File: src/pst_map.svh
// Constants of the strap latch: offsets, field positions, reset values, counts
`ifndef PST_MAP_SVH
`define PST_MAP_SVH

// ==================================================
// Register map
`define PST_ADDR_HI        11
`define PST_CTRL_OFS       12'h000
`define PST_STAT_OFS       12'h004
`define PST_ALIGN_ZERO     2'h0

// ==================================================
// Control word fields
`define PST_CTRL_DUPLEX    8
`define PST_CTRL_ANEG      12
`define PST_CTRL_MASK      32'h0000_1100
`define PST_CTRL_RST       32'h0000_1000

// ==================================================
// Status word fields
`define PST_STAT_DUPLEX    0
`define PST_STAT_ANEG      1
`define PST_STAT_BCOFF     2
`define PST_STAT_NAND_N    3
`define PST_STAT_VALID     4

// ==================================================
// Strap defaults: nand_n, broadcast_off, autoneg, duplex
`define PST_STRAP_RST      4'hb
`define PST_STRAP_W        4

// ==================================================
// Capture timing and bus codes
`define PST_SETTLE_CYC     3'h4
`define PST_CNT_ONE        3'h1
`define PST_BCAST_ADDR     5'h00
`define PST_HSIZE_WORD     3'h2
`define PST_HTRANS_ACT     1
`define PST_WORD_ZERO      32'h0000_0000

`endif

File: src/pst_pkg.sv
// Types shared by the strap latch modules
package pst_pkg;

   // ==================================================
   // Strap bundle, laid out as the strap reset value
   typedef struct packed {
      logic nand_tree_n;
      logic broadcast_off;
      logic autoneg_enable;
      logic duplex;
   } pst_straps_t;

   // ==================================================
   // Capture sequence and register select
   typedef enum logic {PST_CAP_SETTLE, PST_CAP_DONE} pst_cap_state_t;

   typedef enum logic [1:0] {PST_SEL_NONE, PST_SEL_CTRL, PST_SEL_STAT} pst_sel_t;

endpackage

File: src/pst_strap_if.sv
// Captured strap levels handed from the capture stage to the top
`timescale 1ns/1ps
`default_nettype none

interface pst_strap_if;
   import pst_pkg::*;

   pst_straps_t straps;
   logic        load;
   logic        valid;

   modport src (output straps, output load, output valid);
   modport dst (input straps, input load, input valid);
endinterface

`default_nettype wire

File: src/pst_top.sv
// Strap latch top: strap capture, control settings and AHB-Lite registers
//
// Behaviour
// - Every strap is sampled once after reset release and becomes initial config.
// - Duplex strap loads control bit 8 the cycle after capture; low means full duplex.
// - Duplex strap high, the pull-up default, selects half duplex.
// - Autoneg strap loads control bit 12; high enables, low disables.
// - Broadcast-off low makes address 0 broadcast; high makes it unique.
// - Address 00000 also answers as own address whenever phy_addr is 00000, whatever the broadcast-off strap.
// - NAND tree strap low enables test mode; high leaves it off.
`timescale 1ns/1ps
`default_nettype none
`include "pst_map.svh"

module pst_top (
   // Clock and reset
   input  wire logic                     hclk,
   input  wire logic                     hresetn,
   // AHB-Lite slave
   input  wire logic                     hsel,
   input  wire logic [31:0]              haddr,
   input  wire logic [1:0]               htrans,
   input  wire logic                     hwrite,
   input  wire logic [2:0]               hsize,
   input  wire logic                     hready,
   input  wire logic [31:0]              hwdata,
   output var  logic [31:0]              hrdata,
   output logic                          hreadyout,
   output logic                          hresp,
   // Strap pins
   input  wire logic                     duplex_strap,
   input  wire logic                     autoneg_enable_strap,
   input  wire logic                     broadcast_off_strap,
   input  wire logic                     nand_tree_strap_n,
   // Management address check
   input  wire logic [4:0]               mgmt_addr,
   input  wire logic [4:0]               phy_addr,
   output var  logic                     mgmt_addr_hit,
   output var  logic                     mgmt_addr_bcast,
   // Configuration outputs
   output logic                          duplex_full,
   output logic                          autoneg_en,
   output var  logic                     bcast_addr0_en,
   output var  logic                     nand_tree_en,
   output logic                          straps_valid
);
   import pst_pkg::*;

   // ==================================================
   // Decode helpers

   // Register select from a byte address; misaligned goes unmapped
   function automatic pst_sel_t pst_decode(input logic [31:0] addr);
      pst_sel_t sel;
      sel = PST_SEL_NONE;
      if (addr[1:0] == `PST_ALIGN_ZERO) begin
         if (addr[`PST_ADDR_HI:0] == `PST_CTRL_OFS) begin
            sel = PST_SEL_CTRL;
         end else if (addr[`PST_ADDR_HI:0] == `PST_STAT_OFS) begin
            sel = PST_SEL_STAT;
         end
      end
      return sel;
   endfunction

   // Address 0 is broadcast unless broadcast-off was strapped high
   function automatic logic pst_is_bcast(input logic [4:0] addr, input logic bc_off);
      return (addr == `PST_BCAST_ADDR) && !bc_off;
   endfunction

   // Read view of one register; the control view is the value after this edge
   function automatic logic [31:0] pst_read_word(input pst_sel_t    sel,
                                                 input logic [31:0] ctrl_word,
                                                 input logic [31:0] stat);
      logic [31:0] word;
      word = `PST_WORD_ZERO;
      unique case (sel)
         PST_SEL_CTRL: begin
            word = ctrl_word;
         end
         PST_SEL_STAT: begin
            word = stat;
         end
         PST_SEL_NONE: begin
            word = `PST_WORD_ZERO;
         end
      endcase
      return word;
   endfunction

   // ==================================================
   // Strap synchroniser and capture
   logic [`PST_STRAP_W-1:0] pins;
   logic [`PST_STRAP_W-1:0] level;

   pst_straps_t             pin_set;

   pst_strap_if cap_if ();

   // Fields named one by one so a pin swap cannot hide in a concatenation
   assign pin_set.nand_tree_n    = nand_tree_strap_n;
   assign pin_set.broadcast_off  = broadcast_off_strap;
   assign pin_set.autoneg_enable = autoneg_enable_strap;
   assign pin_set.duplex         = duplex_strap;
   assign pins                   = pin_set;

   pst_sync u_sync (
      .hclk    (hclk),
      .hresetn (hresetn),
      .pin     (pins),
      .level   (level)
   );

   pst_capture u_capture (
      .hclk    (hclk),
      .hresetn (hresetn),
      .level   (level),
      .cap     (cap_if.src)
   );

   assign straps_valid = cap_if.valid;

   // ==================================================
   // Captured strap fields, as the status word shows them
   logic cap_duplex;
   logic cap_aneg;
   logic cap_bcoff;
   logic cap_nand_n;

   assign cap_duplex = cap_if.straps.duplex;
   assign cap_aneg   = cap_if.straps.autoneg_enable;
   assign cap_bcoff  = cap_if.straps.broadcast_off;
   assign cap_nand_n = cap_if.straps.nand_tree_n;

   // ==================================================
   // AHB-Lite address phase
   logic        acc_ok;
   pst_sel_t    dp_sel;
   logic        dp_write;
   logic        dp_valid;
   logic        dp_hwrite;
   logic        dp_word;
   logic        rd_take;
   logic        addr_zero_bc;
   logic        addr_own;
   logic [31:0] sw_ctrl;
   pst_sel_t    ap_sel;
   logic        wr_ctrl;
   logic [31:0] ctrl;
   logic [31:0] stat_word;
   logic [31:0] next_ctrl;
   logic [31:0] next_hrdata;

   // Zero wait states, always OKAY
   assign hreadyout = 1'b1;
   assign hresp     = 1'b0;

   assign acc_ok = hsel && hready && htrans[`PST_HTRANS_ACT];
   assign ap_sel = acc_ok ? pst_decode(haddr) : PST_SEL_NONE;

   always_ff @(posedge hclk or negedge hresetn) begin
      if (!hresetn) begin
         dp_sel <= PST_SEL_NONE;
      end else if (hready) begin
         dp_sel <= ap_sel;
      end
   end

   // Address-phase qualifiers carried into the data phase
   always_ff @(posedge hclk or negedge hresetn) begin
      if (!hresetn) begin
         dp_valid <= 1'b0;
      end else if (hready) begin
         dp_valid <= acc_ok;
      end
   end

   always_ff @(posedge hclk or negedge hresetn) begin
      if (!hresetn) begin
         dp_hwrite <= 1'b0;
      end else if (hready) begin
         dp_hwrite <= hwrite;
      end
   end

   // Only whole-word writes land; narrower writes are dropped quietly
   always_ff @(posedge hclk or negedge hresetn) begin
      if (!hresetn) begin
         dp_word <= 1'b0;
      end else if (hready) begin
         dp_word <= (hsize == `PST_HSIZE_WORD);
      end
   end

   assign dp_write = dp_valid && dp_hwrite && dp_word;
   assign wr_ctrl  = dp_write && (dp_sel == PST_SEL_CTRL);

   // ==================================================
   // Control word
   // Software part first, so the capture below overrides it in the same cycle
   always_comb begin
      sw_ctrl = ctrl;
      if (wr_ctrl) begin
         sw_ctrl = hwdata & `PST_CTRL_MASK;
      end
   end

   always_comb begin
      next_ctrl = sw_ctrl;
      if (cap_if.load) begin
         // Duplex strap into bit 8, low is full
         next_ctrl[`PST_CTRL_DUPLEX] = !cap_if.straps.duplex;
         next_ctrl[`PST_CTRL_ANEG] = cap_if.straps.autoneg_enable;
      end
   end

   // Software owns the bits after capture
   always_ff @(posedge hclk or negedge hresetn) begin
      if (!hresetn) begin
         ctrl <= `PST_CTRL_RST;
      end else begin
         ctrl <= next_ctrl;
      end
   end

   assign duplex_full = ctrl[`PST_CTRL_DUPLEX];
   assign autoneg_en  = ctrl[`PST_CTRL_ANEG];

   // ==================================================
   // Status word: raw captured levels and capture done
   always_comb begin
      stat_word                  = `PST_WORD_ZERO;
      stat_word[`PST_STAT_DUPLEX] = cap_duplex;
      stat_word[`PST_STAT_ANEG]   = cap_aneg;
      stat_word[`PST_STAT_BCOFF]  = cap_bcoff;
      stat_word[`PST_STAT_NAND_N] = cap_nand_n;
      stat_word[`PST_STAT_VALID]  = cap_if.valid;
   end

   // ==================================================
   // Read data, registered at the address phase
   // A read right behind a write to the same word sees the new value
   always_comb begin
      next_hrdata = pst_read_word(ap_sel, next_ctrl, stat_word);
   end

   // Held between reads so a slow master may sample late without losing data
   assign rd_take = acc_ok && !hwrite;

   always_ff @(posedge hclk or negedge hresetn) begin
      if (!hresetn) begin
         hrdata <= `PST_WORD_ZERO;
      end else if (rd_take) begin
         hrdata <= next_hrdata;
      end
   end

   // ==================================================
   // Mode outputs from captured straps
   // Broadcast address 0 unless strapped off
   always_ff @(posedge hclk or negedge hresetn) begin
      if (!hresetn) begin
         bcast_addr0_en <= 1'b1;
      end else begin
         bcast_addr0_en <= !cap_if.straps.broadcast_off;
      end
   end

   // NAND tree on when strap low
   always_ff @(posedge hclk or negedge hresetn) begin
      if (!hresetn) begin
         nand_tree_en <= 1'b0;
      end else begin
         nand_tree_en <= cap_if.valid && !cap_if.straps.nand_tree_n;
      end
   end

   // ==================================================
   // Management address terms; the broadcast term feeds both match flags, the own term only the hit flag
   assign addr_zero_bc = pst_is_bcast(mgmt_addr, cap_if.straps.broadcast_off);
   assign addr_own     = (mgmt_addr == phy_addr);

   // ==================================================
   // Management address match, one cycle behind mgmt_addr
   // Address 0 as own whenever phy_addr is 0, broadcast off or not
   always_ff @(posedge hclk or negedge hresetn) begin
      if (!hresetn) begin
         mgmt_addr_hit <= 1'b0;
      end else begin
         mgmt_addr_hit <= addr_zero_bc || addr_own;
      end
   end

   always_ff @(posedge hclk or negedge hresetn) begin
      if (!hresetn) begin
         mgmt_addr_bcast <= 1'b0;
      end else begin
         mgmt_addr_bcast <= addr_zero_bc;
      end
   end

endmodule

`default_nettype wire

File: src/pst_sync.sv
// Three-stage strap synchroniser with agreement filter
`timescale 1ns/1ps
`default_nettype none
`include "pst_map.svh"

module pst_sync (
   // Clock and reset
   input  wire logic                     hclk,
   input  wire logic                     hresetn,
   // Raw pins and filtered levels
   input  wire logic [`PST_STRAP_W-1:0]  pin,
   output var  logic [`PST_STRAP_W-1:0]  level
);
   import pst_pkg::*;

   logic [`PST_STRAP_W-1:0] s1;
   logic [`PST_STRAP_W-1:0] s2;
   logic [`PST_STRAP_W-1:0] s3;

   // ==================================================
   // One chain per strap; s1 feeds only s2
   genvar i;
   generate
      for (i = 0; i < `PST_STRAP_W; i = i + 1) begin : g_bit
         localparam logic [`PST_STRAP_W-1:0] RST_VEC = `PST_STRAP_RST;
         localparam logic                    RST_BIT = RST_VEC[i];
         always_ff @(posedge hclk or negedge hresetn) begin
            if (!hresetn) begin
               s1[i]    <= RST_BIT;
               s2[i]    <= RST_BIT;
               s3[i]    <= RST_BIT;
               level[i] <= RST_BIT;
            end else begin
               s1[i] <= pin[i];
               s2[i] <= s1[i];
               s3[i] <= s2[i];
               // A change counts once two stages agree
               if (s2[i] == s3[i]) begin
                  level[i] <= s3[i];
               end
            end
         end
      end
   endgenerate

endmodule

`default_nettype wire

File: src/pst_capture.sv
// One-shot strap capture after reset release
`timescale 1ns/1ps
`default_nettype none
`include "pst_map.svh"

module pst_capture (
   // Clock and reset
   input  wire logic                     hclk,
   input  wire logic                     hresetn,
   // Filtered strap levels
   input  wire logic [`PST_STRAP_W-1:0]  level,
   // Captured values
   pst_strap_if.src                      cap
);
   import pst_pkg::*;

   pst_cap_state_t state;
   logic [2:0]     cnt;

   // ==================================================
   // Settle counter: waits for the filter to hold the pin level
   always_ff @(posedge hclk or negedge hresetn) begin
      if (!hresetn) begin
         cnt <= 3'h0;
      end else if (state == PST_CAP_SETTLE && cnt != `PST_SETTLE_CYC) begin
         cnt <= cnt + `PST_CNT_ONE;
      end
   end

   // ==================================================
   // State and latch
   // Sample once after release
   always_ff @(posedge hclk or negedge hresetn) begin
      if (!hresetn) begin
         state <= PST_CAP_SETTLE;
      end else if (state == PST_CAP_SETTLE && cnt == `PST_SETTLE_CYC) begin
         state <= PST_CAP_DONE;
      end
   end

   always_ff @(posedge hclk or negedge hresetn) begin
      if (!hresetn) begin
         cap.straps <= pst_straps_t'(`PST_STRAP_RST);
      end else if (state == PST_CAP_SETTLE && cnt == `PST_SETTLE_CYC) begin
         cap.straps <= pst_straps_t'(level);
      end
   end

   always_ff @(posedge hclk or negedge hresetn) begin
      if (!hresetn) begin
         cap.load <= 1'b0;
      end else begin
         cap.load <= (state == PST_CAP_SETTLE && cnt == `PST_SETTLE_CYC);
      end
   end

   assign cap.valid = (state == PST_CAP_DONE);

endmodule

`default_nettype wire

File: config.mk
export PLATFORM = sky130hd
export DESIGN_NAME = pst_top
export DESIGN_NICKNAME = d
export VERILOG_FILES = /design/src/pst_pkg.sv /design/src/pst_strap_if.sv /design/src/pst_top.sv /design/src/pst_sync.sv /design/src/pst_capture.sv
export VERILOG_INCLUDE_DIRS = /design/src
export SDC_FILE = /design/constraint.sdc
export NUM_CORES = 1
export LEC_CHECK = 0
export BUFFER_PORTS_ARGS = -buffer_cell sky130_fd_sc_hd__clkbuf_2
export CAP_MARGIN = 20
export CELL_PAD_IN_SITES_DETAIL_PLACEMENT = 1
export CELL_PAD_IN_SITES_GLOBAL_PLACEMENT = 1
export CORE_MARGIN = 5
export CORE_UTILIZATION = 42
export CTS_CLUSTER_SIZE = 40
export DETAILED_ROUTE_END_ITERATION = 16
export PLACE_DENSITY = 0.95
export SETUP_SLACK_MARGIN = 0.15
export SYNTH_ARGS = -nofsm -noshare
export SYNTH_HDL_FRONTEND = slang
export SYNTH_HIERARCHICAL = 1
export SYNTH_SLANG_ARGS = --single-unit
File: constraint.sdc
create_clock -name hclk -period 3.1 [get_ports hclk]
set_clock_uncertainty 0.2 [all_clocks]
set_input_delay 0.155 -clock hclk [delete_from_list [all_inputs] [get_ports hclk]]
set_output_delay 0.155 -clock hclk [all_outputs]
set_load 0.02 [all_outputs]
==> impl_metrics.csv <==
group,metric,value,unit
sta,worst_slew_pin_slew,984,ps
clock_network,htree_levels,3,
global_route,grt_max_degree,85,
critical_path,path_buf_inv,4,
placement,place_area,4280,um^2
logic_synthesis,ys_seq_area_share,63.0,%
clock_network,clock_sinks,98,
floorplan,io_pins,129,
floorplan,die_height,107,um
global_route,grt_pass1_wl,14.3,mm
global_route,grt_pass1_vias,2871,
clock_network,cts_resized,0,
layout,diodes,0,
placement,place.gp.congestion,0.748,
logic_synthesis,ys_types,49,
power,power_density,491,nW/um^2
hold_path,hold_depth,3,
logic_synthesis,synth_area_per_cell,12.4,um^2
route,dr_wl_met3,381,um
global_route,antenna_found_initial,0,
critical_path,path_class,"in2reg",
floorplan,die_w,107,um
outcome,outcome,"complete, no violations",
layout,syn_to_final_growth,19.4,%
layout,nets,495,
layout,drive_gt1_share,32.0,%
sta,max_slew_margin,34.4,%
layout,final_area,4690,um^2
critical_path,cp-start-kind,"primary input",
layout,utilization,51.0,%
sta,fin_crit_sh,70.0,%
clock_network,insertion_delay,350,ps
critical_path,crit_family,"buffers and inverters",
route,top_layer,"met4",
critical_path,cp.depth,6,
job,drv_cap,0,
power,p_leak,0.00225,uW
logic_synthesis,ys_seq_elements,98,
route,viasPerCell,5.12,
hold_path,hp-class,"in2reg",
clock_network,cts_tree,"done",
route,antenna_left,0,
placement,portBuffers,75,
route,num_vias,2665,
sta,whs,53.6,ps
logic_synthesis,yosysWarningCount,6,
floorplan,fp-row-count,35,
sta,fin_tns_setup,0,ps
route,finalWirelength,8.70,mm
critical_path,path_max_fanout,1,
global_route,grt_usage,15.9,%
logic_synthesis,syn-cell-area,3930,um^2
sta,maxSlewViolCount,0,
route,wl_per_cell,16.7,um
clock_network,cts_root_buf,"clkbuf_8",
logic_synthesis,synth_edf_count,0,
clock_network,clk_path_buf_depth,2,
critical_path,cp.required,3140,ps
route,wl_met1,3.51,mm
global_route,grt_overflow,0,
critical_path,crit_arrival,2210,ps
power,total_power,2300,uW
sta,hold_violations,0,
floorplan,fp.coreArea,9200,um^2
sta,setup_viol,0,
critical_path,critPathMaxStageDelay,550,ps
logic_synthesis,syn-num-nets,406,
sta,rsz0062_at_grt,"false",
floorplan,start_util,42.7,%
power,ir_worst_vdd,0.219,mV
critical_path,crit_chain,"dlygate4sd3_1, clkbuf_2, xnor2_1, dlygate4sd3_1, a31o_1, dlygate4sd3_1",
logic_synthesis,async_flop_share,100,%
logic_synthesis,synth_flop_cell,"dfrtp_1",
floorplan,die_area,11400,um^2
critical_path,crit_top_cell,"dlygate4sd3_1",
route,drt_first_pass_iters,4,
sta,fmax,461,MHz
clock_network,numCtsBuffers,9,
critical_path,rr_worst_depth,4,
critical_path,end_kind,"flop",
placement,dpl.hpwl,5.79,mm
logic_synthesis,syn_inst,316,
clock_network,clk_pin_slew,90,ps
sta,period_minus_slack,2170,ps
critical_path,cp_slowest_cell,"dlygate4sd3_1",
route,drt-initial-drc-count,64,
route,met2WireLength,4.62,mm
route,drcViolationCount,0,
worst paths after layout:
| check | start | endpoint | slack [ps] |
|---|---|---|---|
| setup / recovery | phy_addr[3] | mgmt_addr_hit | 930 |
| hold / removal | htrans[1] | dp_valid | 50 |
| setup reg to reg | dp_sel[1] | hrdata[21] | 1070 |
| hold reg to reg | u_sync/s1[1] | u_sync/s2[1] | 160 |
| max in group asynchronous | hresetn | u_sync/s3[1] | 1350 |
| min in group asynchronous | hresetn | hrdata[26] | 520 |
registers in the layout, summed over array words and instances, names as in the netlist, 2 cells and up:
name / cells
hrdata: 32
u_sync/s3: 4
u_capture/cap.straps: 4
u_sync/s2: 4
ctrl: 32
u_capture/cnt: 3
u_sync/s1: 4
u_sync/level: 4
dp_sel: 2
synth_stat cells (3+ instances only):
cell / count / area, um^2
clkbuf_8: 5 / 68.8
nand2_1: 36 / 135
o21ai_1: 26 / 130
and2_1: 32 / 200
xnor2_1: 3 / 26.3
maj3_2: 4 / 45.0
inv_1: 11 / 41.3
dfrtp_1: 81 / 2030
dfstp_2: 17 / 447
mux2_4: 5 / 75.1
buf_6: 3 / 33.8
a21o_1: 5 / 37.5
nor2b_1: 3 / 18.8
nor2_1: 3 / 11.3
o21ai_0: 5 / 25.0
clkbuf_1: 4 / 15.0
nand4_1: 27 / 169
xor2_1: 3 / 26.3
where the power goes:
group	leakage (uW)	total (uW)	switching [uW]	internal (uW)
sequential	0.00128	1330	15.1	1310
combinational	0.000868	141	79.4	61.9
clock	0.000107	834	415	418
worst reg2reg max path: cells and delay by family, from the launching register on:
family           cells  cell delay [ps]
flip-flops           1              390
AO/OA/AOI/OAI        1               90
AND/OR/NAND/NOR      3             1220
area by class of cell:
type / count / area (um^2)
clock buffer: 12 / 155
clock inverter: 4 / 48.8
fill: 1000 / 4500
inverter: 12 / 45.0
multi-input combinational: 187 / 1220
sequential: 98 / 2470
tap: 111 / 139
timing repair buffer: 97 / 608
cells by family (layout without fill, tap and decap cells):
family | after synthesis | count (layout) | synth area share, %
simple gates | 118 | 118 | 18.0
flops | 98 | 98 | 63.0
fa+ha+maj | 6 | 6 | 1.78
compound gates | 48 | 48 | 7.36
buf+inv | 31 | 125 | 5.92
xor+xnor | 6 | 6 | 1.34
other cells | 2 | 2 | 0.191
mux | 7 | 7 | 2.48
cell usage in the layout (no fill, tap or decap), types with 3 or more instances in the layout:
cell and instances:
dfrtp_1 81, o21ai_0 5, dfstp_2 17, dlygate4sd3_1 18, nor2b_1 3, nand2_1 36, o21ai_1 26, mux2_4 5
a21o_1 5, nor2_1 3, clkbuf_8 11, buf_4 4, xnor2_1 3, nand4_1 27, maj3_2 4, inv_1 11
xor2_1 3, clkbuf_2 74, and2_1 32
layer usage:
metal	GRT usage, %	up-vias
li1	-	1249
met4	5.57	0
met2	28.7	67
met5	0	-
met1	18.6	1331
met3	3.31	18
what timing repair did:
action / CTS / global route
hold buffers: 17 / 1
buffers inserted: 0 / 0
endpoints found under the hold margin: 85 / 9
metrics by stage:
step | setup WS (ps) | std cells
3_3_place_gp | 1030 | 486
3_5_place_dp | 895 | 486
6_report | 929 | 521
5_1_grt | 892 | 521
4_1_cts | 943 | 519
2_1_floorplan | 1610 | 316
(Power assumes the default switching activity.)
